$ cat src/dio_pkg.sv
// Constants shared by the parallel port codeword receiver.
// Assumes a 32-bit AXI4-Lite register bus and a 125 MHz system clock.
package dio_pkg;
	// ==========================================================
	// Register byte offsets
	localparam logic [7:0] OFF_STROBE_CFG = 8'h00;
	localparam logic [7:0] OFF_CW_CFG = 8'h04;
	localparam logic [7:0] OFF_HIGH_BITS = 8'h08;
	localparam logic [7:0] OFF_LOW_BITS = 8'h0C;
	localparam logic [7:0] OFF_CODEWORD = 8'h10;
	localparam logic [7:0] OFF_IRQ_STATUS = 8'h14;
	localparam logic [7:0] OFF_IRQ_MASK = 8'h18;
	// ==========================================================
	// Field positions
	localparam int STROBE_IDX_LSB = 0;
	localparam int STROBE_EDGE_LSB = 8;
	localparam int VALID_IDX_LSB = 16;
	localparam int VALID_POL_LSB = 24;
	localparam int CW_MASK_LSB = 0;
	localparam int CW_SHIFT_LSB = 16;
	localparam int CW_VALID_BIT = 31;
	localparam int IRQ_STROBE_BIT = 0;
	localparam int IRQ_CODEWORD_BIT = 1;
	localparam int IRQ_TERR_BIT = 2;
	localparam int IRQ_BITS = 3;
	// ==========================================================
	// Setting encodings
	localparam logic [1:0] EDGE_NONE = 2'h0;
	localparam logic [1:0] EDGE_RISE = 2'h1;
	localparam logic [1:0] EDGE_FALL = 2'h2;
	localparam logic [1:0] EDGE_BOTH = 2'h3;
	localparam logic [1:0] POL_NONE = 2'h0;
	localparam logic [1:0] POL_LOW = 2'h1;
	localparam logic [1:0] POL_HIGH = 2'h2;
	localparam logic [1:0] POL_BOTH = 2'h3;
	// ==========================================================
	// Reset values
	localparam logic [3:0] RST_STROBE_IDX = 4'h0;
	localparam logic [3:0] RST_VALID_IDX = 4'h1;
	localparam logic [1:0] RST_EDGE = 2'h0;
	localparam logic [1:0] RST_POL = 2'h0;
	localparam logic [9:0] RST_CW_MASK = 10'h3FF;
	localparam logic [4:0] RST_CW_SHIFT = 5'h00;
	// ==========================================================
	// Timing: input synchroniser depth
	localparam int SYNC_STAGES = 3;
	// AXI responses
	localparam logic [1:0] RESP_OKAY = 2'h0;
	localparam logic [1:0] RESP_SLVERR = 2'h2;
endpackage

$ cat src/port_sync.sv
// Three-stage synchroniser with agreement filter for a bus of pins.
// Assumes asynchronous inputs; each bit settles independently.
`timescale 1ns/1ps
module port_sync import dio_pkg::*; #(
	parameter int WIDTH = 32
) (
	input wire logic aclk,
	input wire logic aresetn,
	input wire logic [WIDTH-1:0] pins,
	output logic [WIDTH-1:0] settled
);
	logic [WIDTH-1:0] meta;
	logic [WIDTH-1:0] s2;
	logic [WIDTH-1:0] s3;
	logic [WIDTH-1:0] agree;

	// Only the second and third stages are compared; the first is left alone
	assign agree = ~(s2 ^ s3);

	// Shift chain, then take each bit once two late stages agree
	always_ff @(posedge aclk) begin
		if (!aresetn) begin
			meta <= '0;
			s2 <= '0;
			s3 <= '0;
			settled <= '0;
		end else begin
			meta <= pins;
			s2 <= meta;
			s3 <= s2;
			settled <= (settled & ~agree) | (s3 & agree);
		end
	end
endmodule

$ cat src/dio_codeword_receiver.sv
// Parallel port codeword receiver: strobe/valid qualification, codeword
// extraction, level reports, timing error, AXI4-Lite registers and irq.
// Assumes port pins are asynchronous to aclk and far slower than it.
//
// Functional notes
// - Valid qualifier is any port bit 16 through 31, chosen by index.
// - Valid polarity none, low, high or both decides acceptance.
// - Port state is shifted by 0 to 31 positions before extraction.
// - Shifted state AND 10-bit mask forms the codeword.
// - Codeword selects the waveform for play-by-codeword; this block only drives it out on codeword with codeword_strobe.
// - 32-bit status word marks port bits currently high.
// - 32-bit status word marks port bits currently low.
// - Timing error when valid or data bits change with the strobe.
// - Strobe edge both accepts rising or falling strobe transitions.
// - Strobe input is any port bit 16 through 31, chosen by index.
// - Strobe edge none disables, rise and fall react to one edge.
//
// Chosen here: the AXI4-Lite interface to the registers and the register addresses.
`timescale 1ns/1ps
module dio_codeword_receiver import dio_pkg::*; #(
	parameter int PORT_W = 32,
	parameter int CW_W = 10
) (
	input wire logic aclk,
	input wire logic aresetn,
	input wire logic [PORT_W-1:0] parallel_io_port,
	input wire logic [7:0] s_axi_awaddr,
	input wire logic s_axi_awvalid,
	output logic s_axi_awready,
	input wire logic [31:0] s_axi_wdata,
	input wire logic [3:0] s_axi_wstrb,
	input wire logic s_axi_wvalid,
	output logic s_axi_wready,
	output logic [1:0] s_axi_bresp,
	output logic s_axi_bvalid,
	input wire logic s_axi_bready,
	input wire logic [7:0] s_axi_araddr,
	input wire logic s_axi_arvalid,
	output logic s_axi_arready,
	output logic [31:0] s_axi_rdata,
	output logic [1:0] s_axi_rresp,
	output logic s_axi_rvalid,
	input wire logic s_axi_rready,
	output logic [CW_W-1:0] codeword,
	output logic codeword_strobe,
	output logic wait_port_strobe,
	output logic timing_error,
	output logic irq
);
	// ==========================================================
	// Port sampling
	logic [PORT_W-1:0] port_q;
	logic [PORT_W-1:0] port_p;

	port_sync #(.WIDTH(PORT_W)) u_sync (
		.aclk(aclk),
		.aresetn(aresetn),
		.pins(parallel_io_port),
		.settled(port_q)
	);

	// Previous settled sample, for edge and change detection
	always_ff @(posedge aclk) begin
		if (!aresetn) begin
			port_p <= '0;
		end else begin
			port_p <= port_q;
		end
	end

	// ==========================================================
	// Configuration registers
	logic [3:0] strobe_idx;
	logic [1:0] strobe_edge;
	logic [3:0] valid_idx;
	logic [1:0] valid_pol;
	logic [CW_W-1:0] cw_mask;
	logic [4:0] cw_shift;
	logic [IRQ_BITS-1:0] irq_status;
	logic [IRQ_BITS-1:0] irq_mask;
	logic [31:0] high_bits;
	logic [31:0] low_bits;
	logic cw_seen;

	// ==========================================================
	// Strobe and valid selection
	// Only four index bits are stored, so selections outside 16..31 cannot exist.
	// strobe bit select
	wire [4:0] strobe_sel = {1'b1, strobe_idx};
	wire [4:0] valid_sel = {1'b1, valid_idx};
	wire strobe_now = port_q[strobe_sel];
	wire strobe_prev = port_p[strobe_sel];
	wire valid_now = port_q[valid_sel];
	wire valid_prev = port_p[valid_sel];
	wire strobe_rise = strobe_now & ~strobe_prev;
	wire strobe_fall = ~strobe_now & strobe_prev;

	wire strobe_event = (strobe_edge == EDGE_RISE && strobe_rise)
		|| (strobe_edge == EDGE_FALL && strobe_fall)
		|| (strobe_edge == EDGE_BOTH && (strobe_rise || strobe_fall));

	// valid polarity check; none and both accept either level
	wire valid_ok = (valid_pol == POL_NONE) || (valid_pol == POL_BOTH)
		|| (valid_pol == POL_LOW && !valid_now)
		|| (valid_pol == POL_HIGH && valid_now);
	wire cw_event = strobe_event && valid_ok;

	// ==========================================================
	// Codeword extraction
	// right shift toward bit zero
	wire [PORT_W-1:0] shifted = port_q >> cw_shift;
	wire [CW_W-1:0] cw_calc = shifted[CW_W-1:0] & cw_mask;

	// ==========================================================
	// Timing error: data bits are those the mask and shift select
	// The strobe bit is never counted as data, even when the field covers it,
	// otherwise every strobe edge would flag itself as a timing error
	wire [PORT_W-1:0] data_sel = PORT_W'({{(PORT_W-CW_W){1'b0}}, cw_mask} << cw_shift)
		& ~(PORT_W'(1) << strobe_sel);
	wire data_chg = |((port_q ^ port_p) & data_sel);
	wire valid_chg = (valid_pol != POL_NONE) && (valid_now != valid_prev);
	// change coincident with strobe; the controller is expected to avoid it
	wire terr_event = (strobe_edge != EDGE_NONE) && (strobe_now != strobe_prev)
		&& (data_chg || valid_chg);

	// Outputs toward the sequencer, all from flip-flops
	always_ff @(posedge aclk) begin
		if (!aresetn) begin
			codeword <= '0;
			codeword_strobe <= 1'b0;
			wait_port_strobe <= 1'b0;
			timing_error <= 1'b0;
			cw_seen <= 1'b0;
		end else begin
			if (cw_event) begin
				codeword <= cw_calc;
				cw_seen <= 1'b1;
			end
			codeword_strobe <= cw_event;
			wait_port_strobe <= strobe_event;
			timing_error <= terr_event;
		end
	end

	// Level reports, one cycle behind the settled sample
	always_ff @(posedge aclk) begin
		if (!aresetn) begin
			high_bits <= '0;
			low_bits <= '1;
		end else begin
			high_bits <= port_q;
			low_bits <= ~port_q;
		end
	end

	// ==========================================================
	// Interrupts: set wins over a write-one clear in the same cycle
	wire [IRQ_BITS-1:0] irq_set = {terr_event, cw_event, strobe_event};
	logic [IRQ_BITS-1:0] irq_clr;
	assign irq = |(irq_status & irq_mask);

	always_ff @(posedge aclk) begin
		if (!aresetn) begin
			irq_status <= '0;
		end else begin
			irq_status <= (irq_status & ~irq_clr) | irq_set;
		end
	end

	// ==========================================================
	// AXI4-Lite write path: address and data taken in either order
	logic aw_held;
	logic w_held;
	logic [7:0] wr_addr;
	logic [31:0] wr_data;
	logic [3:0] wr_strb;
	assign s_axi_awready = !aw_held && !s_axi_bvalid;
	assign s_axi_wready = !w_held && !s_axi_bvalid;
	wire do_write = aw_held && w_held && !s_axi_bvalid;
	wire [31:0] be = {{8{wr_strb[3]}}, {8{wr_strb[2]}}, {8{wr_strb[1]}}, {8{wr_strb[0]}}};
	wire wr_strobe_cfg = do_write && wr_addr == OFF_STROBE_CFG;
	wire wr_cw_cfg = do_write && wr_addr == OFF_CW_CFG;
	wire wr_status = do_write && wr_addr == OFF_IRQ_STATUS;
	wire wr_mask = do_write && wr_addr == OFF_IRQ_MASK;
	wire wr_ro = do_write && (wr_addr == OFF_HIGH_BITS || wr_addr == OFF_LOW_BITS
		|| wr_addr == OFF_CODEWORD);
	wire wr_hit = wr_strobe_cfg || wr_cw_cfg || wr_status || wr_mask || wr_ro;
	wire [31:0] strobe_cfg_rd = {6'h00, valid_pol, 4'h0, valid_idx, 6'h00, strobe_edge,
		4'h0, strobe_idx};
	wire [31:0] cw_cfg_rd = {11'h000, cw_shift, 6'h00, cw_mask};
	wire [31:0] strobe_cfg_nx = (strobe_cfg_rd & ~be) | (wr_data & be);
	wire [31:0] cw_cfg_nx = (cw_cfg_rd & ~be) | (wr_data & be);
	assign irq_clr = wr_status ? (wr_data[IRQ_BITS-1:0] & be[IRQ_BITS-1:0]) : '0;

	// Handshake tracking and response
	always_ff @(posedge aclk) begin
		if (!aresetn) begin
			aw_held <= 1'b0;
			w_held <= 1'b0;
			wr_addr <= '0;
			wr_data <= '0;
			wr_strb <= '0;
			s_axi_bvalid <= 1'b0;
			s_axi_bresp <= RESP_OKAY;
		end else begin
			if (s_axi_awvalid && s_axi_awready) begin
				aw_held <= 1'b1;
				wr_addr <= {s_axi_awaddr[7:2], 2'b00};
			end
			if (s_axi_wvalid && s_axi_wready) begin
				w_held <= 1'b1;
				wr_data <= s_axi_wdata;
				wr_strb <= s_axi_wstrb;
			end
			if (do_write) begin
				aw_held <= 1'b0;
				w_held <= 1'b0;
				s_axi_bvalid <= 1'b1;
				s_axi_bresp <= wr_hit ? RESP_OKAY : RESP_SLVERR;
			end else if (s_axi_bready) begin
				s_axi_bvalid <= 1'b0;
			end
		end
	end

	// Writable configuration
	always_ff @(posedge aclk) begin
		if (!aresetn) begin
			strobe_idx <= RST_STROBE_IDX;
			strobe_edge <= RST_EDGE;
			valid_idx <= RST_VALID_IDX;
			valid_pol <= RST_POL;
			cw_mask <= RST_CW_MASK;
			cw_shift <= RST_CW_SHIFT;
			irq_mask <= '0;
		end else begin
			if (wr_strobe_cfg) begin
				strobe_idx <= strobe_cfg_nx[STROBE_IDX_LSB +: 4];
				strobe_edge <= strobe_cfg_nx[STROBE_EDGE_LSB +: 2];
				valid_idx <= strobe_cfg_nx[VALID_IDX_LSB +: 4];
				valid_pol <= strobe_cfg_nx[VALID_POL_LSB +: 2];
			end
			if (wr_cw_cfg) begin
				cw_mask <= cw_cfg_nx[CW_MASK_LSB +: CW_W];
				cw_shift <= cw_cfg_nx[CW_SHIFT_LSB +: 5];
			end
			if (wr_mask) begin
				irq_mask <= (irq_mask & ~be[IRQ_BITS-1:0]) | (wr_data[IRQ_BITS-1:0]
					& be[IRQ_BITS-1:0]);
			end
		end
	end

	// ==========================================================
	// AXI4-Lite read path: one read at a time, data one cycle after address
	wire [7:0] rd_addr = {s_axi_araddr[7:2], 2'b00};
	wire [31:0] cw_rd = {cw_seen, {(31-CW_W){1'b0}}, codeword};
	assign s_axi_arready = !s_axi_rvalid;
	logic [31:0] next_rdata;
	logic next_rhit;
	always_comb begin
		next_rdata = 32'h00000000;
		next_rhit = 1'b1;
		if (rd_addr == OFF_STROBE_CFG) begin
			next_rdata = strobe_cfg_rd;
		end else if (rd_addr == OFF_CW_CFG) begin
			next_rdata = cw_cfg_rd;
		end else if (rd_addr == OFF_HIGH_BITS) begin
			next_rdata = high_bits;
		end else if (rd_addr == OFF_LOW_BITS) begin
			next_rdata = low_bits;
		end else if (rd_addr == OFF_CODEWORD) begin
			next_rdata = cw_rd;
		end else if (rd_addr == OFF_IRQ_STATUS) begin
			next_rdata = {{(32-IRQ_BITS){1'b0}}, irq_status};
		end else if (rd_addr == OFF_IRQ_MASK) begin
			next_rdata = {{(32-IRQ_BITS){1'b0}}, irq_mask};
		end else begin
			next_rhit = 1'b0;
		end
	end

	always_ff @(posedge aclk) begin
		if (!aresetn) begin
			s_axi_rvalid <= 1'b0;
			s_axi_rdata <= '0;
			s_axi_rresp <= RESP_OKAY;
		end else if (s_axi_arvalid && s_axi_arready) begin
			s_axi_rvalid <= 1'b1;
			s_axi_rdata <= next_rdata;
			s_axi_rresp <= next_rhit ? RESP_OKAY : RESP_SLVERR;
		end else if (s_axi_rready) begin
			s_axi_rvalid <= 1'b0;
		end
	end
endmodule

$ cat config.mk
export PLATFORM = sky130hd
export DESIGN_NAME = dio_codeword_receiver
export DESIGN_NICKNAME = d
export VERILOG_FILES = /design/src/dio_pkg.sv /design/src/port_sync.sv /design/src/dio_codeword_receiver.sv
export SDC_FILE = /design/constraint.sdc
export NUM_CORES = 1
export LEC_CHECK = 0
export ABC_CLOCK_PERIOD_IN_PS = 3900
export BUFFER_PORTS_ARGS = -buffer_cell sky130_fd_sc_hd__buf_4
export CAP_MARGIN = 0
export CORE_UTILIZATION = 53
export CTS_CLUSTER_DIAMETER = 120
export CTS_CLUSTER_SIZE = 30
export DETAILED_ROUTE_END_ITERATION = 12
export PLACE_DENSITY_LB_ADDON = 0.1
export RECOVER_POWER = 25
export SLEW_MARGIN = 5
export SYNTH_ARGS = -nofsm -noshare
export SYNTH_HDL_FRONTEND = slang
export SYNTH_SLANG_ARGS = --single-unit
$ cat constraint.sdc
create_clock -name aclk -period 3.9 [get_ports aclk]
set_clock_uncertainty 0.2 [all_clocks]
set_input_delay 0.585 -clock aclk [delete_from_list [all_inputs] [get_ports aclk]]
set_output_delay 0.585 -clock aclk [all_outputs]
set_load 0.01 [all_outputs]
* Word-level counts from Yosys, hierarchy flattened *
Index checks and enable logic that the tools add are counted.

storage, ports and cells
  bits in registers = 315
  input bits = 91
  logic and storage cells = 163
  output and inout bits = 55

operators by class
  shifts and indexed selects = 3
  muxes and demuxes = 29
  magnitude comparators = 2
  bitwise gates (word level) = 31
  equality and inequality tests = 20
  reduce and logical (&&, ||, !) cells = 49

operators by type and width
  kind                                                        count
  2-to-1 mux 32 bit                                           5
  bitwise AND 32 bit                                          4
  NOT 32 bit                                                  4
  bitwise XOR 32 bit                                          2
  bitwise AND 26 bit                                          2
  == test 6 x 3 -> 1 bit, second input constant               6
  bitwise OR 32 bit                                           1
  OR reduction 32 bit                                         1
  << shifter 1 x 5 -> 32 bit, first input constant            1
  << shifter 10 x 5 -> 32 bit                                 1
  >> shifter 32 x 5 -> 10 bit                                 1
  NOT 26 bit                                                  1
  bitwise OR 26 bit                                           1
  == test 6 x 2 -> 1 bit, second input constant               4
  bitwise AND 21 bit                                          1
  logical AND 1 bit                                           21
  bitwise OR 21 bit                                           1
  binary-select mux 1 bit (select 4 bit)                      4
  zero test 8 bit                                             2
  2-to-1 mux 1 bit                                            15
  logical OR 1 bit                                            13
  bitwise AND 3 bit                                           4
  == test 6 x 1 -> 1 bit, second input constant               2
  less-than comparator 5 x 6 -> 1 bit, second input constant  2
  other kinds (15)                                            35

* Longest topological paths before layout *
  depth after elaboration = 9
  depth in mapped cells = 14
  gate-level depth less buffers = 10

* Hierarchy *
Synthesis repeated with hierarchy kept, for this count alone.

unflattened totals
  cells, all modules = 1473
  area, all modules = 13492.9 µm²

by module, submodules not included
  module                 sequential area each (µm²)  area each (µm²)  times used  cells an instance
  dio_codeword_receiver  3523.4                      9706.8           1           1139
  port_sync              2562.5                      3786.1           1           334

* Least setup slack after synthesis *
OpenSTA, ideal clock, no wires.

  path type = register to register
  start point = register (tool-made name)
  end point = register codeword[0]
  cell stages (with the launch flop) = 13
  library setup time = 0.117 ns
  period minus slack after synthesis = 3.621 ns
  arrival time = 3.304 ns
  required time = 3.583 ns
  buffers on the path = 3
  path slack = 0.279 ns
  cell sequence = dfxtp_1 > clkbuf_1 > clkbuf_1 > mux4_2 > mux4_2 > ha_1 > nand2_1 > o211ai_1 > o21ai_0 > and2_1 > and2_2 > buf_6 > a32o_1

RTL lines
  element                 RTL line                      source
  end signal: assignment  dio_codeword_receiver.sv:136  codeword <= cw_calc;
  end: declaration        dio_codeword_receiver.sv:44   output logic [CW_W-1:0] codeword,

==> impl_metrics.tcl <==
set metrics [dict create \
    layout_common_cells "301 x dfxtp_1, 190 x nand2_1, 170 x buf_4" \
    fmax_ghz 0.289 \
    reg2reg_slack_ps 440 \
    io_buffers 124 \
    crit_type "register to register" \
    async_flop_share_pct 0 \
    power.leakage_uw 0.00622 \
    clk-insertion-delay-late_ps 500 \
    drt_wl_total_mm 38.3 \
    ios 146 \
    drc 0 \
    synth-seq-area-share_pct 44.1 \
    swShare_pct 22.5 \
    gr-total-overflow 0 \
    antenna_found_initial 1 \
    ys_ff_latch 304 \
    pwr-share-clk_pct 31.5 \
    synthCells 1410 \
    synth_ff_type "dfxtp_1" \
    nets 1585 \
    hold_viol_final 0 \
    vias 10857 \
    endpoint_kind "register" \
    die_h_um 163 \
    yosys_warnings 0 \
    maxSlewHeadroom_pct -79.0 \
    status "complete, but fails checks" \
    grt_pass1_vias 10140 \
    required_ps 4110 \
    fin_setup_tns_ps 0 \
    syn_area_per_cell_um2 9.78 \
    finalCritPeriodShare_pct 88.6 \
    coreArea_um2 25300 \
    rsz0062_at_grt "false" \
    maxCapViolCount 1 \
    areaGrowthSynthToFinish_pct 11.9 \
    cp_max_fo 18 \
    cts.hold.buffers_added 0 \
    antenna_left 0 \
    synth_cell_types 73 \
    dp_hpwl_mm 27.9 \
    synth_edf_count 0 \
    fin_area_um2 15400 \
    gp_congestion 0.975 \
    tightest_slew_ps 2680 \
    cts.sinks 304 \
    post_drt_wl_per_cell_um 21.1 \
    power_density_nw_per_um2 341 \
    synthesis.area_um2 13800 \
    setup_violations 0 \
    violations "capacitance limit, slew limit" \
    dr.pass1.iters 7 \
    cts_tree "yes" \
    slew_violations 170 \
    clk_pin_slew_ps 110 \
    p_total_uw 5270 \
    placed_cell_area_um2 15100 \
    die_x_um 163 \
    row_count 58 \
    avgViaCountPerCell 5.97 \
    drt_iter0_drc 1106 \
    critPathArrivalTime_ps 3670 \
    combPwrFrac_pct 7.0 \
    hold_path.class "primary input to register" \
    netSwitchingPower_uw 1180 \
    grt_max_degree 170 \
    cts_buffer_depth 3 \
    htree_levels 1 \
    start_util_pct 54.5 \
    grt_pass1_wl_mm 58.6 \
    min_period_ps 3460 \
    cts_inserted_buffers 14 \
    dieArea_um2 26700 \
    seqPwrFrac_pct 61.6 \
    final_common_cell "dfxtp_1" \
    start_kind "register" \
    cts-root-buf "clkbuf_16" \
    drive_above_1_share_pct 18.7 \
    grtUsageTotal_pct 28.8 \
    internal-power_uw 4080 \
    num_antenna_cells 0 \
    whs_ps 78.5 \
    irDropWorstVdd_mv 0.377 \
]
## routing by layer
layer	part of all wire (%)	up-vias	GRT usage, %
met5	0.050	-	0
met4	4.3	2	12.7
met3	8.0	78	5.69
met2	44	454	44.0
met1	44	5208	39.4
li1	-	5115	-
## critical path: stages, from the launching register on
cell	delay, ps
dfxtp_2	650
mux4_2	570
mux4_2	550
ha_1	320
nand2_1	50
o211ai_1	100
o21ai_0	170
and2_1	200
and2_2	260
a32o_1	270
## cells by family after synthesis
family	after synthesis	share of synthesized area [%]
buffers and inverters	158	4.75
muxes	138	15.6
AOI/OAI and AO/OA	297	15.6
DFF	304	44.1
and+or+nand+nor	474	17.4
adders and majority gates	5	0.454
other	1	0.0272
xor gates and xnor gates	33	2.10
## final cells by class
| class | count | area, um2 |
|---|---|---|
| multi-input cells | 949 | 7060 |
| well taps | 330 | 413 |
| fillers | 2241 | 9890 |
| flip-flops and latches | 304 | 6090 |
| clock buffers | 15 | 375 |
| clock inverters | 1 | 30.0 |
| repair buffers | 173 | 1290 |
| inverters | 47 | 176 |
## timing repair
item,in CTS,in global routing
resized for setup,0,1
setup endpoints to repair,0,8
buffers inserted,0,0
## power groups by stage
stage / sequential [uW] / combinational (uW) / clock (uW)
3_3_place_gp: 3310 / 360 / 0
2_1_floorplan: 3310 / 206 / 0
6_report: 3240 / 366 / 1660
3_5_place_dp: 3320 / 365 / 0
4_1_cts: 3240 / 366 / 1720
5_1_grt: 3260 / 403 / 1830
## per-stage QoR
step                instances  setup WS, ps  utilization, %
floorplan                1411           279               -
global placement         1803           239            59.4
detailed placement       1803           158            59.4
CTS                      1819           147            61.0
global route             1819           287            60.9
finish                   1819           445            60.9
## path summary, 6_finish.rpt
check	end	cells past startpoint	start
max reg2reg	codeword[2]$_SDFFE_PN0P_	9	register
min	u_sync.meta[27]$_SDFF_PN0_	2	parallel_io_port[27]
min reg2reg	u_sync.s2[19]$_SDFF_PN0_	1	u_sync.meta[19]$_SDFF_PN0_
max	codeword[2]$_SDFFE_PN0P_	9	register
## cells in the mapped netlist (4+ instances only)
| cell type | instances | area (um2) |
|---|---|---|
| a211o_1 | 4 | 35.0 |
| a211oi_1 | 15 | 113 |
| a21boi_0 | 68 | 510 |
| a21oi_1 | 23 | 115 |
| a221o_1 | 9 | 90.1 |
| a221oi_1 | 20 | 175 |
| a22o_1 | 11 | 96.3 |
| a22oi_1 | 7 | 52.6 |
| a31oi_1 | 11 | 68.8 |
| a32o_1 | 7 | 70.1 |
| and2_1 | 102 | 638 |
| and3_1 | 8 | 50.1 |
| buf_1 | 8 | 30.0 |
| buf_2 | 17 | 85.1 |
| buf_6 | 4 | 45.0 |
| clkbuf_1 | 79 | 297 |
| dfxtp_1 | 304 | 6090 |
| ha_1 | 5 | 62.6 |
| inv_1 | 45 | 169 |
| mux2_2 | 23 | 259 |
| mux2i_1 | 58 | 581 |
| mux4_1 | 6 | 158 |
| mux4_2 | 51 | 1150 |
| nand2_1 | 190 | 713 |
| nand2b_1 | 14 | 87.6 |
| nand3_1 | 26 | 130 |
| nor2_1 | 41 | 154 |
| nor2b_1 | 36 | 225 |
| nor3_1 | 13 | 65.1 |
| nor3b_1 | 20 | 150 |
| nor4_1 | 4 | 25.0 |
| o2111ai_1 | 7 | 61.3 |
| o211a_1 | 12 | 120 |
| o211ai_1 | 7 | 52.6 |
| o21ai_0 | 63 | 315 |
| o31ai_1 | 5 | 37.5 |
| xnor2_1 | 11 | 96.3 |
| xor2_1 | 22 | 193 |
Power figures use the tool's default switching activity.
